## src/hw/cse_pkg.sv

```systemverilog
/*
 * cse_pkg: shared constants and types for the card socket event and mask block.
 * Assumes a 32-bit host data path and a socket register window of 4 KB that
 * starts at a base address supplied by the bridge configuration logic.
 */
package cse_pkg;

	// ****************************************************************
	// types
	// ****************************************************************
	typedef logic [31:0] cse_word_type;
	typedef logic [3:0]  cse_flag_type;
	typedef logic [3:0]  cse_lane_type;

	// ****************************************************************
	// window geometry
	// ****************************************************************
	localparam int           CSE_WINDOW_BITS = 12;

	// ****************************************************************
	// register byte offsets inside the socket window
	// ****************************************************************
	localparam logic [11:0]  CSE_OFS_CHANGE_FLAGS   = 12'h000;
	localparam logic [11:0]  CSE_OFS_CHANGE_ENABLES = 12'h004;
	localparam logic [11:0]  CSE_OFS_LIVE_STATUS    = 12'h008;
	localparam logic [11:0]  CSE_OFS_EVENT_INJECTOR = 12'h00c;
	localparam logic [11:0]  CSE_OFS_CONTROL_WORD   = 12'h010;
	localparam logic [11:0]  CSE_OFS_POWER_MGMT     = 12'h020;

	// ****************************************************************
	// field positions, shared by flags, enables, injector and live status
	// ****************************************************************
	localparam int           CSE_BIT_POWER      = 3;
	localparam int           CSE_BIT_DETECT_TWO = 2;
	localparam int           CSE_BIT_DETECT_ONE = 1;
	localparam int           CSE_BIT_CARD_STS   = 0;
	localparam int           CSE_FLAG_COUNT     = 4;

	// card detect enable is a two-bit field; only the all-ones pattern enables
	localparam logic [1:0]   CSE_DETECT_ENABLE_ON = 2'b11;

	// ****************************************************************
	// reset values
	// ****************************************************************
	localparam cse_flag_type CSE_FLAGS_RESET     = 4'h0;
	localparam cse_flag_type CSE_ENABLES_RESET   = 4'h0;
	localparam cse_word_type CSE_CONTROL_RESET   = 32'h0000_0000;
	localparam cse_word_type CSE_POWER_RESET     = 32'h0000_0000;
	localparam cse_word_type CSE_LIVE_FIXED_BITS = 32'h3000_0000;
	localparam cse_word_type CSE_READ_IDLE       = 32'h0000_0000;

	// pin synchroniser idle levels: detect lines idle high, status line low
	localparam logic [2:0]   CSE_PIN_IDLE = 3'b110;

endpackage : cse_pkg

```

## src/hw/cse_pin_sync.sv

```systemverilog
/*
 * cse_pin_sync: three-stage synchroniser with agreement filter for socket pins.
 * Assumes the pins are asynchronous to ref_clk and that rst_b is already the
 * released, synchronous copy of the block reset.
 */
`timescale 1ns/1ns

module cse_pin_sync
#(
	parameter int               WIDTH       = 3,
	parameter logic [WIDTH-1:0] RESET_VALUE = '0
)
(
	input  wire logic             ref_clk,
	input  wire logic             rst_b,
	input  wire logic [WIDTH-1:0] pin_in,
	output logic      [WIDTH-1:0] stable_out
);
	import cse_pkg::*;

	// a zero-width synchroniser has nothing to carry
	if (WIDTH < 1)
	begin : g_bad_width
		$error("synchroniser width must be at least one");
	end

	logic [WIDTH-1:0] stage_one;
	logic [WIDTH-1:0] stage_two;
	logic [WIDTH-1:0] stage_three;
	logic [WIDTH-1:0] next_stable;

	// a bit only moves once the second and third stages agree
	assign next_stable = (stage_two ~^ stage_three) & stage_three
		| ~(stage_two ~^ stage_three) & stable_out;

	// stage_one feeds stage_two alone, so metastability never reaches logic
	always_ff @(posedge ref_clk or negedge rst_b)
	begin
		if (!rst_b)
		begin
			stage_one   <= RESET_VALUE;
			stage_two   <= RESET_VALUE;
			stage_three <= RESET_VALUE;
			stable_out  <= RESET_VALUE;
		end
		else
		begin
			stage_one   <= pin_in;
			stage_two   <= stage_one;
			stage_three <= stage_two;
			stable_out  <= next_stable;
		end
	end

endmodule : cse_pin_sync

```

## src/hw/cse_socket_event_mask.sv

```systemverilog
/*
 * cse_socket_event_mask: socket status-change flags, enables and the
 * status-change interrupt, with the socket register window on the host port.
 * Assumes a single-cycle host access port already qualified as a memory
 * access, a socket base address from the configuration space, socket power
 * state and card type from on-chip logic, and raw card pins from the socket.
 */
`timescale 1ns/1ns

module cse_socket_event_mask
#(
	parameter int CONTROL_WIDTH    = 32,
	parameter int POWER_MGMT_WIDTH = 32
)
(
	input  wire logic                         ref_clk,
	input  wire logic                         rst_b,
	input  wire cse_pkg::cse_word_type        socket_base,
	input  wire cse_pkg::cse_word_type        host_addr,
	input  wire logic                         host_rd,
	input  wire logic                         host_wr,
	input  wire cse_pkg::cse_lane_type        host_be,
	input  wire cse_pkg::cse_word_type        host_wdata,
	output cse_pkg::cse_word_type             host_rdata,
	output logic                              host_rd_valid,
	input  wire logic                         card_detect_line_one_b,
	input  wire logic                         card_detect_line_two_b,
	input  wire logic                         card_status_line,
	input  wire logic                         socket_powered_state,
	input  wire logic                         card_is_cardbus,
	output logic                              status_change_interrupt,
	output logic [CONTROL_WIDTH-1:0]          socket_control_word,
	output logic [POWER_MGMT_WIDTH-1:0]       socket_power_management
);
	import cse_pkg::*;

	// ****************************************************************
	// parameter checks
	// ****************************************************************
	// the read path zero-extends both words, so neither may exceed the bus
	if (CONTROL_WIDTH < 8 || CONTROL_WIDTH > 32 || POWER_MGMT_WIDTH < 8
		|| POWER_MGMT_WIDTH > 32)
	begin : g_bad_width
		$error("control and power management widths must lie between 8 and 32");
	end

	// ****************************************************************
	// declarations
	// ****************************************************************
	logic [1:0]                  rst_pipe;
	logic                        rst_sync_b;
	logic [2:0]                  pin_stable;
	logic                        detect_one_state, detect_two_state, card_status_state;
	logic                        power_prev, detect_one_prev;
	logic                        detect_two_prev, card_status_prev;
	logic                        window_hit;
	logic [11:0]                 reg_offset;
	logic                        hit_flags, hit_enables, hit_live;
	logic                        hit_injector, hit_control, hit_power;
	logic                        wr_flags, wr_enables, wr_injector, wr_control, wr_power;
	logic                        power_change, detect_one_change, detect_two_change;
	logic                        card_status_rise, card_status_fall, card_status_change;
	cse_flag_type                status_events, clear_mask, inject_mask;
	cse_flag_type                change_flags, next_change_flags;
	cse_flag_type                change_enables, next_change_enables, gated_flags;
	logic                        detect_enabled, next_interrupt;
	cse_word_type                live_word, control_read, power_read, read_word;
	logic [CONTROL_WIDTH-1:0]    next_control;
	logic [POWER_MGMT_WIDTH-1:0] next_power;

	// ****************************************************************
	// reset release
	// ****************************************************************
	// assertion is immediate, release waits two edges so no flop sees a runt
	always_ff @(posedge ref_clk or negedge rst_b)
	begin
		if (!rst_b)
			rst_pipe <= 2'b00;
		else
			rst_pipe <= {rst_pipe[0], 1'b1};
	end
	assign rst_sync_b = rst_pipe[1];

	// ****************************************************************
	// socket pin synchronisation
	// ****************************************************************
	// detect lines are active low at the pin; idle high means no card
	cse_pin_sync
	#(
		.WIDTH       (3),
		.RESET_VALUE (CSE_PIN_IDLE)
	)
	u_pin_sync
	(
		.ref_clk    (ref_clk),
		.rst_b      (rst_sync_b),
		.pin_in     ({card_detect_line_two_b, card_detect_line_one_b, card_status_line}),
		.stable_out (pin_stable)
	);

	assign detect_two_state  = ~pin_stable[2];
	assign detect_one_state  = ~pin_stable[1];
	assign card_status_state = pin_stable[0];

	// ****************************************************************
	// change detection
	// ****************************************************************
	// previous values start from the idle state, so a card still present
	// when reset ends shows up as a change straight away
	always_ff @(posedge ref_clk or negedge rst_sync_b)
	begin
		if (!rst_sync_b)
		begin
			power_prev       <= 1'b0;
			detect_one_prev  <= 1'b0;
			detect_two_prev  <= 1'b0;
			card_status_prev <= 1'b0;
		end
		else
		begin
			power_prev       <= socket_powered_state;
			detect_one_prev  <= detect_one_state;
			detect_two_prev  <= detect_two_state;
			card_status_prev <= card_status_state;
		end
	end

	// edges only; the new level itself is never stored in a flag
	assign power_change       = socket_powered_state ^ power_prev;
	assign detect_one_change  = detect_one_state ^ detect_one_prev;
	assign detect_two_change  = detect_two_state ^ detect_two_prev;
	assign card_status_rise   = card_status_state & ~card_status_prev;
	assign card_status_fall   = ~card_status_state & card_status_prev;
	// cardbus cards flag the rising edge only, 16-bit cards flag both
	assign card_status_change = card_status_rise
		| (card_status_fall & ~card_is_cardbus);

	assign status_events = {power_change, detect_two_change, detect_one_change,
		card_status_change};

	// ****************************************************************
	// host address decode
	// ****************************************************************
	// the window is claimed only when the upper address matches the base
	assign window_hit   = host_addr[31:CSE_WINDOW_BITS] == socket_base[31:CSE_WINDOW_BITS];
	assign reg_offset   = host_addr[CSE_WINDOW_BITS-1:0];
	assign hit_flags    = window_hit && reg_offset == CSE_OFS_CHANGE_FLAGS;
	assign hit_enables  = window_hit && reg_offset == CSE_OFS_CHANGE_ENABLES;
	assign hit_live     = window_hit && reg_offset == CSE_OFS_LIVE_STATUS;
	assign hit_injector = window_hit && reg_offset == CSE_OFS_EVENT_INJECTOR;
	assign hit_control  = window_hit && reg_offset == CSE_OFS_CONTROL_WORD;
	assign hit_power    = window_hit && reg_offset == CSE_OFS_POWER_MGMT;

	assign wr_flags    = host_wr && hit_flags;
	assign wr_enables  = host_wr && hit_enables;
	assign wr_injector = host_wr && hit_injector;
	assign wr_control  = host_wr && hit_control;
	assign wr_power    = host_wr && hit_power;

	// ****************************************************************
	// change flags
	// ****************************************************************
	// all defined bits live in byte lane 0
	assign clear_mask  = (wr_flags && host_be[0]) ? host_wdata[3:0] : 4'h0;
	assign inject_mask = (wr_injector && host_be[0]) ? host_wdata[3:0] : 4'h0;

	// set beats clear so an edge landing on a write-one-to-clear is kept;
	// enables take no part here, they only gate the interrupt
	assign next_change_flags = (change_flags & ~clear_mask) | status_events
		| inject_mask;

	always_ff @(posedge ref_clk or negedge rst_sync_b)
	begin
		if (!rst_sync_b)
			change_flags <= CSE_FLAGS_RESET;
		else
			change_flags <= next_change_flags;
	end

	// ****************************************************************
	// change enables
	// ****************************************************************
	assign next_change_enables = (wr_enables && host_be[0]) ? host_wdata[3:0]
		: change_enables;

	always_ff @(posedge ref_clk or negedge rst_sync_b)
	begin
		if (!rst_sync_b)
			change_enables <= CSE_ENABLES_RESET;
		else
			change_enables <= next_change_enables;
	end

	// ****************************************************************
	// status-change interrupt
	// ****************************************************************
	// the mixed detect patterns 01 and 10 are treated as disabled
	assign detect_enabled = change_enables[2:1] == CSE_DETECT_ENABLE_ON;
	assign gated_flags[CSE_BIT_POWER]      = change_flags[CSE_BIT_POWER]
		& change_enables[CSE_BIT_POWER];
	assign gated_flags[CSE_BIT_DETECT_TWO] = change_flags[CSE_BIT_DETECT_TWO]
		& detect_enabled;
	assign gated_flags[CSE_BIT_DETECT_ONE] = change_flags[CSE_BIT_DETECT_ONE]
		& detect_enabled;
	assign gated_flags[CSE_BIT_CARD_STS]   = change_flags[CSE_BIT_CARD_STS]
		& change_enables[CSE_BIT_CARD_STS];
	// a level, so a flag left pending when enabled still interrupts
	assign next_interrupt = |gated_flags;

	// registered to keep the pin free of decode glitches, at one cycle of lag
	always_ff @(posedge ref_clk or negedge rst_sync_b)
	begin
		if (!rst_sync_b)
			status_change_interrupt <= 1'b0;
		else
			status_change_interrupt <= next_interrupt;
	end

	// ****************************************************************
	// control and power management words
	// ****************************************************************
	// byte-lane writes; contents steer logic outside this block
	for (genvar i = 0; i < 32; i++)
	begin : g_lane_bits
		if (i < CONTROL_WIDTH)
		begin : g_ctrl
			assign next_control[i] = (wr_control && host_be[i/8]) ? host_wdata[i]
				: socket_control_word[i];
		end
		if (i < POWER_MGMT_WIDTH)
		begin : g_pwr
			assign next_power[i] = (wr_power && host_be[i/8]) ? host_wdata[i]
				: socket_power_management[i];
		end
	end

	always_ff @(posedge ref_clk or negedge rst_sync_b)
	begin
		if (!rst_sync_b)
		begin
			socket_control_word     <= CSE_CONTROL_RESET[CONTROL_WIDTH-1:0];
			socket_power_management <= CSE_POWER_RESET[POWER_MGMT_WIDTH-1:0];
		end
		else
		begin
			socket_control_word     <= next_control;
			socket_power_management <= next_power;
		end
	end

	// ****************************************************************
	// read path
	// ****************************************************************
	// live status carries the current levels the flags only hint at
	assign live_word = CSE_LIVE_FIXED_BITS | {28'h000_0000, socket_powered_state,
		detect_two_state, detect_one_state, card_status_state};

	// narrower storage words are zero-extended on purpose to the bus width
	assign control_read = cse_word_type'(socket_control_word);
	assign power_read   = cse_word_type'(socket_power_management);

	// injector and the reserved gap read as zero; upper flag bits too
	assign read_word = hit_flags   ? {28'h000_0000, change_flags}
		: hit_enables ? {28'h000_0000, change_enables}
		: hit_live    ? live_word
		: hit_control ? control_read
		: hit_power   ? power_read
		: CSE_READ_IDLE;

	always_ff @(posedge ref_clk or negedge rst_sync_b)
	begin
		if (!rst_sync_b)
		begin
			host_rdata    <= CSE_READ_IDLE;
			host_rd_valid <= 1'b0;
		end
		else
		begin
			host_rdata    <= (host_rd && window_hit) ? read_word : CSE_READ_IDLE;
			host_rd_valid <= host_rd && window_hit;
		end
	end
endmodule : cse_socket_event_mask

```

## config.mk

```make
export PLATFORM = sky130hd
export DESIGN_NAME = cse_socket_event_mask
export DESIGN_NICKNAME = d
export VERILOG_FILES = /design/src/hw/cse_pkg.sv /design/src/hw/cse_pin_sync.sv /design/src/hw/cse_socket_event_mask.sv
export SDC_FILE = /design/constraint.sdc
export NUM_CORES = 1
export LEC_CHECK = 0
export BUFFER_PORTS_ARGS = -buffer_cell sky130_fd_sc_hd__buf_4
export CAP_MARGIN = 30
export CORE_MARGIN = 4
export CORE_UTILIZATION = 49
export CTS_CLUSTER_DIAMETER = 60
export DETAILED_ROUTE_END_ITERATION = 6
export PLACE_DENSITY = 0.92
export RECOVER_POWER = 25
export SYNTH_ARGS = -nofsm -noshare
export SYNTH_HDL_FRONTEND = slang
export SYNTH_HIERARCHICAL = 1
export SYNTH_SLANG_ARGS = --single-unit
```

## constraint.sdc

```tcl
create_clock -name ref_clk -period 4.4 [get_ports ref_clk]
set_input_delay 0.66 -clock ref_clk [delete_from_list [all_inputs] [get_ports ref_clk]]
set_output_delay 0.66 -clock ref_clk [all_outputs]
set_load 0.005 [all_outputs]
```

**After elaboration in Yosys (flattened, before gate mapping)**

Cells that the tools add are included.

- Input bits: 109
- Word-level logic and storage cells: 87
- Output and inout bits: 98
- Register bits after elaboration: 124

- Mux-type cells: 8
- Reduce and logical (&&, ||, !) cells: 25
- Equal/unequal tests: 7
- Bitwise logic cells: 25

Operators by type and width:

| kind | count |
|---|---|
| $mux 32 | 6 |
| $eq 12x4->1 const B | 2 |
| $logic_and 1x1->1 | 23 |
| $eq 20x20->1 | 1 |
| $eq 12x3->1 const B | 1 |
| $eq 12x5->1 const B | 1 |
| $eq 12x6->1 const B | 1 |
| $logic_not 12->1 | 1 |
| $mux 4 | 2 |
| $or 4x4->4 | 2 |
| $and 1x1->1 | 7 |
| $and 3x3->3 | 2 |
| $not 1->1 | 5 |
| $and 4x4->4 | 1 |
| $not 4->4 | 1 |
| $reduce_or 4->1 | 1 |
| $not 3->3 | 1 |
| $or 3x3->3 | 1 |
| $xnor 3x3->3 | 1 |
| $xor 1x1->1 | 3 |
| $eq 2x2->1 const B | 1 |
| $or 1x1->1 | 1 |

**Longest topological paths before layout**

- Word-level depth: 9
- Gate-level depth with buffers: 8
- Depth with buffers taken out: 5

**By module**

The synthesis kept the hierarchy.

By module, submodules not included:

| module | area each (um2) | instances | sequential area each (um2) | cells each |
|---|---|---|---|---|
| cse_socket_event_mask | 4,890.9 | 1 | 2,802.7 | 374 |
| cse_pin_sync | 344.1 | 1 | 310.3 | 15 |

**Worst setup path before layout**

OpenSTA, ideal clock, no wires.

- Path kind: input to register
- Start: input socket_base[16]
- End: register socket_control_word[0]
- Data arrival time: 2,413 ps
- Path slack: 1,862 ps
- Data required time: 4,275 ps
- Path buffers: 1
- Setup time: 125 ps
- Stages on the path: 6
- Cells stage by stage: xor2_1 -> nor4_2 -> nand4_4 -> or4_1 -> buf_6 -> mux2_4

- Cells in the longest elaborated chain, start to end: 4

Ends and longest elaborated chain:

| element | line | RTL |
|---|---|---|
| from (decl) | cse_socket_event_mask.sv:18 | `input wire cse_pkg::cse_word_type socket_base,` |
| $eq 20x20->1 | cse_socket_event_mask.sv:145 | `assign window_hit = host_addr[31:CSE_WINDOW_BITS] == socket_base[31:CSE_WINDOW_BITS];` |
| $logic_and 1x1->1 | cse_socket_event_mask.sv:151 | `assign hit_control = window_hit && reg_offset == CSE_OFS_CONTROL_WORD;` |
| $logic_and 1x1->1 | cse_socket_event_mask.sv:157 | `assign wr_control = host_wr && hit_control;` |
| $logic_and 1x1->1 | cse_socket_event_mask.sv:227 | `assign next_control[i] = (wr_control && host_be[i/8]) ? host_wdata[i]` |
| to (signal assigned) | cse_socket_event_mask.sv:241 | `socket_control_word <= CSE_CONTROL_RESET[CONTROL_WIDTH-1:0];` |
| to (signal assigned) | cse_socket_event_mask.sv:246 | `socket_control_word <= next_control;` |
| to (decl) | cse_socket_event_mask.sv:32 | `output logic [CONTROL_WIDTH-1:0] socket_control_word,` |

No other way between the ends.
A chain may end at the register's enable or synchronous reset.

==> summary.md <==
| Metric | Value |
|---|---|
| Drt first pass iters | `5` |
| Number of fill cells | `roughly 740` |
| Pwr Density | `about 380 mW/mm^2` |
| Peak Freq | `between 300 and 400 MHz` |
| Simple logic cell fraction of the synthesized area | `0.115` |
| Final WL | `14600 um` |
| Worst slew pin tran | `2.91 ns` |
| DRC | `0` |
| Syn Inst Count | `389` |
| Synth cell types | `38` |
| Synth-to-Final Area Change | `42.9%` |
| Routed vias/inst | `~5.5` |
| Diodes inserted | `0` |
| CP Launch Type | `flop` |
| Max Root-Sink Buffers | `2` |
| Row cnt | `37` |
| GRT Overall Usage | `0.235` |
| Clock root cell | `clkbuf_8` |
| TritonCTS clock tree | `yes` |
| Mapped Nets | `498` |
| DR WL/cell | `19.7 um` |
| H-tree depth | `4` |
| Post-Syn Area | `0.00524 mm^2` |
| Critical path buffer and inverter count | `1` |
| Critical Path AT | `2.98 ns` |
| Starting Density | `0.505` |
| GR Overflow Total | `0` |
| Crit path max-delay family | `buffers and inverters` |
| FF-to-FF setup slack | `1.39 ns` |
| Critical-path maximum fanout | `56` |
| Synth warn | `6` |
| Fin. Hold Viols | `0` |
| Detail Route Antenna Nets | `0` |
| Slowest-stage cell, CP | `clkbuf_1` |
| HP Class | `in2reg` |
| Largest family of logic cells by synthesized area | `multiplexers` |
| Post-synthesis mux area share | `0.160` |
| Core area | `0.0104 mm^2` |
| Unrepaired setup endpoints after global routing | `false` |
| Hold Slack | `0.262 ns` |
| Nets | `between 700 and 800` |
| Num CTS Buffers | `17` |
| Crit path required time | `4.37 ns` |
| Leakage power | `3.67 nW` |
| IO Pins | `around 210` |
| Post-route minimum period | `between 3 and 4 ns` |
| Avg Cell Area, Syn | `13.5 um^2` |
| Register area share after synthesis | `0.595` |
| Starting DRT DRC Count | `216` |
| Width of the chip | `111 um` |
| Final setup violation count | `0` |
| Synth Area in Compound Gates | `0.0664` |
| Failing checks | `max-capacitance violations, max-slew violations` |
| Post-Synth Adder-Cell Area | `0.00645` |
| Placer Congestion | `0.858` |
| I/O Buffers | `194` |
| Post-synthesis xor/xnor area fraction | `0.0385` |
| Total number of vias | `4058` |
| Vias in the first global route | `~4400` |
| Setup TNS | `0 ns` |
| Max cap viols | `1` |
| Clk slew on worst S/H paths | `0.06 ns` |
| Die area | `0.0124 mm^2` |
| Layout cells sized above 1 | `0.521` |
| Crit share post-route | `0.684` |
| Die Height | `111 um` |
| Cell Chain, Critical Path | `clkbuf_1` |
| Max incr delay on CP | `2.06 ns` |
| Post-DP HPWL | `10800 um` |
| Outcome | `finished with violations` |
| Design area | `0.00748 mm^2` |
| Endpoint type of the worst setup path | `async pin` |
| Worst IR Drop VDD | `0.000286 V` |
| Fin. max-slew vios | `57` |
| Area after DPL | `roughly 0.0068 mm^2` |
| Largest net degree at the start of global routing | `67` |
| CTS sink count | `124` |
| Seq cells post-synth | `124` |
| Slew margin rel. | `-0.939` |
| First-pass GRT wire length | `23000 um` |
| WS Path Type | `reg2async` |
| Clk_lat worst skew | `approximately 0.5 ns` |
| Initial antenna violation count | `0` |
| Final Skew | `roughly 0.0070 ns` |
[cell usage after synthesis (all sizes together)]
library cell,count,area share
a221o,4,0.0076
a31oi,3,0.0036
inv,6,0.0043
mux2,68,0.16
xnor2,6,0.010
nand3,17,0.016
nor3,10,0.016
a22oi,28,0.040
conb,1,0.00072
a2111oi,1,0.0017
and4,4,0.0067
clkbuf,10,0.0072
a311oi,2,0.0033
dfstp,8,0.040
xor2,17,0.028
mux2i,1,0.0019
nand3b,4,0.0057
nand2,9,0.0065
o22ai,2,0.0024
or4,4,0.0065
nor4,6,0.014
or2,2,0.0024
buf,5,0.0072
a21oi,1,0.00096
nor2b,3,0.0036
o21ai,4,0.0038
maj3,3,0.0065
dfrtp,116,0.55
and2,1,0.0012
o211ai,2,0.0029
nor2,34,0.024
nand4,7,0.011
[layout by cell type (no fill, tap or decap), types with 6 or more instances in the layout]
cell type / n
a22oi_1: 28
buf_4: 193
bufinv_16: 6
clkbuf_1: 6
clkbuf_16: 16
dfrtp_1: 115
inv_1: 6
mux2_2: 52
mux2_4: 16
nand2_1: 9
nand3_1: 17
nand4_1: 6
nor2_1: 32
nor3_2: 7
nor4_2: 6
xnor2_1: 6
xor2_1: 17
[registers in the layout, indices dropped and copies added, names as in the netlist, named ones only]
signal and flops:
detect_one_prev 1, u_pin_sync/stage_one 3, change_enables 4, rst_pipe 2
change_flags 4, socket_control_word 32, card_status_prev 1, socket_power_management 32
status_change_interrupt 1, power_prev 1, host_rdata 32, u_pin_sync/stage_three 3
host_rd_valid 1, u_pin_sync/stage_two 3, detect_two_prev 1
[area by class of cell]
| type | instances | area, um^2 | share of cell area |
|---|---|---|---|
| repair buffers | 200 | 1490 | 0.199 |
| clock buffers | 21 | 439 | 0.0587 |
| clock inverters | 11 | 215 | 0.0288 |
| inverters | 6 | 22.5 | 0.00301 |
| multi-input cells | 244 | 2030 | 0.271 |
| flip-flops and latches | 124 | 3120 | 0.417 |
| well taps | 136 | 170 | 0.0227 |
[path summary, 6_finish.rpt]
kind | startpoint | end | cells after the start
setup / recovery | rst_pipe[1]$_DFF_PN0_ | socket_control_word[15]$_DFFE_PN0P_ | 1
hold reg to reg | u_pin_sync/stage_one[0]$_DFF_PN0_ | u_pin_sync/stage_two[0]$_DFF_PN0_ | 0
max in group ref_clk | socket_base[30] | host_rdata[19]$_DFF_PN0_ | 7
hold / removal | card_detect_line_one_b | u_pin_sync/stage_one[1]$_DFF_PN1_ | 1
setup reg to reg | rst_pipe[1]$_DFF_PN0_ | socket_control_word[15]$_DFFE_PN0P_ | 1
min in group asynchronous | rst_b | rst_pipe[0]$_DFF_PN0_ | 2
[what timing repair did]
action | CTS | global route
hold buffers | 1 | 0
buffers inserted | 0 | 0
gates resized for setup | 0 | 0
endpoints found under the hold margin | 2 | 0
[where the power goes]
group | switching, mW | internal [mW] | leakage (nW)
Sequential | 0.00781 | 1.16 | 1.66
Clock | 0.487 | 1.05 | 0.316
Combinational | 0.0725 | 0.0761 | 1.69
[logic make-up after synthesis]
group	after synthesis
AND/OR/NAND/NOR	101
AO/OA/AOI/OAI	47
other	1
XOR/XNOR	23
flip-flops	124
buffers and inverters	21
adder cells (fa/ha/maj)	3
multiplexers	69
[per-layer routing]
layer	part of all wire	track usage	vias up
li1	-	-	1823
met1	0.37	0.278	1994
met2	0.52	0.395	198
met3	0.076	0.0663	43
met4	0.034	0.114	0
met5	0	0	-
[per-stage QoR]
stage	instances	power, mW	utilization	setup slack [ns]
after global routing	742	2.94	0.722	0.795
after global placement	709	1.32	0.659	1.20
final	742	2.85	0.722	1.39
after detailed placement	709	1.33	0.659	1.18
after CTS	742	2.87	0.723	1.68
after floorplan	389	1.24	-	0.704
(Power assumes the default switching activity.)
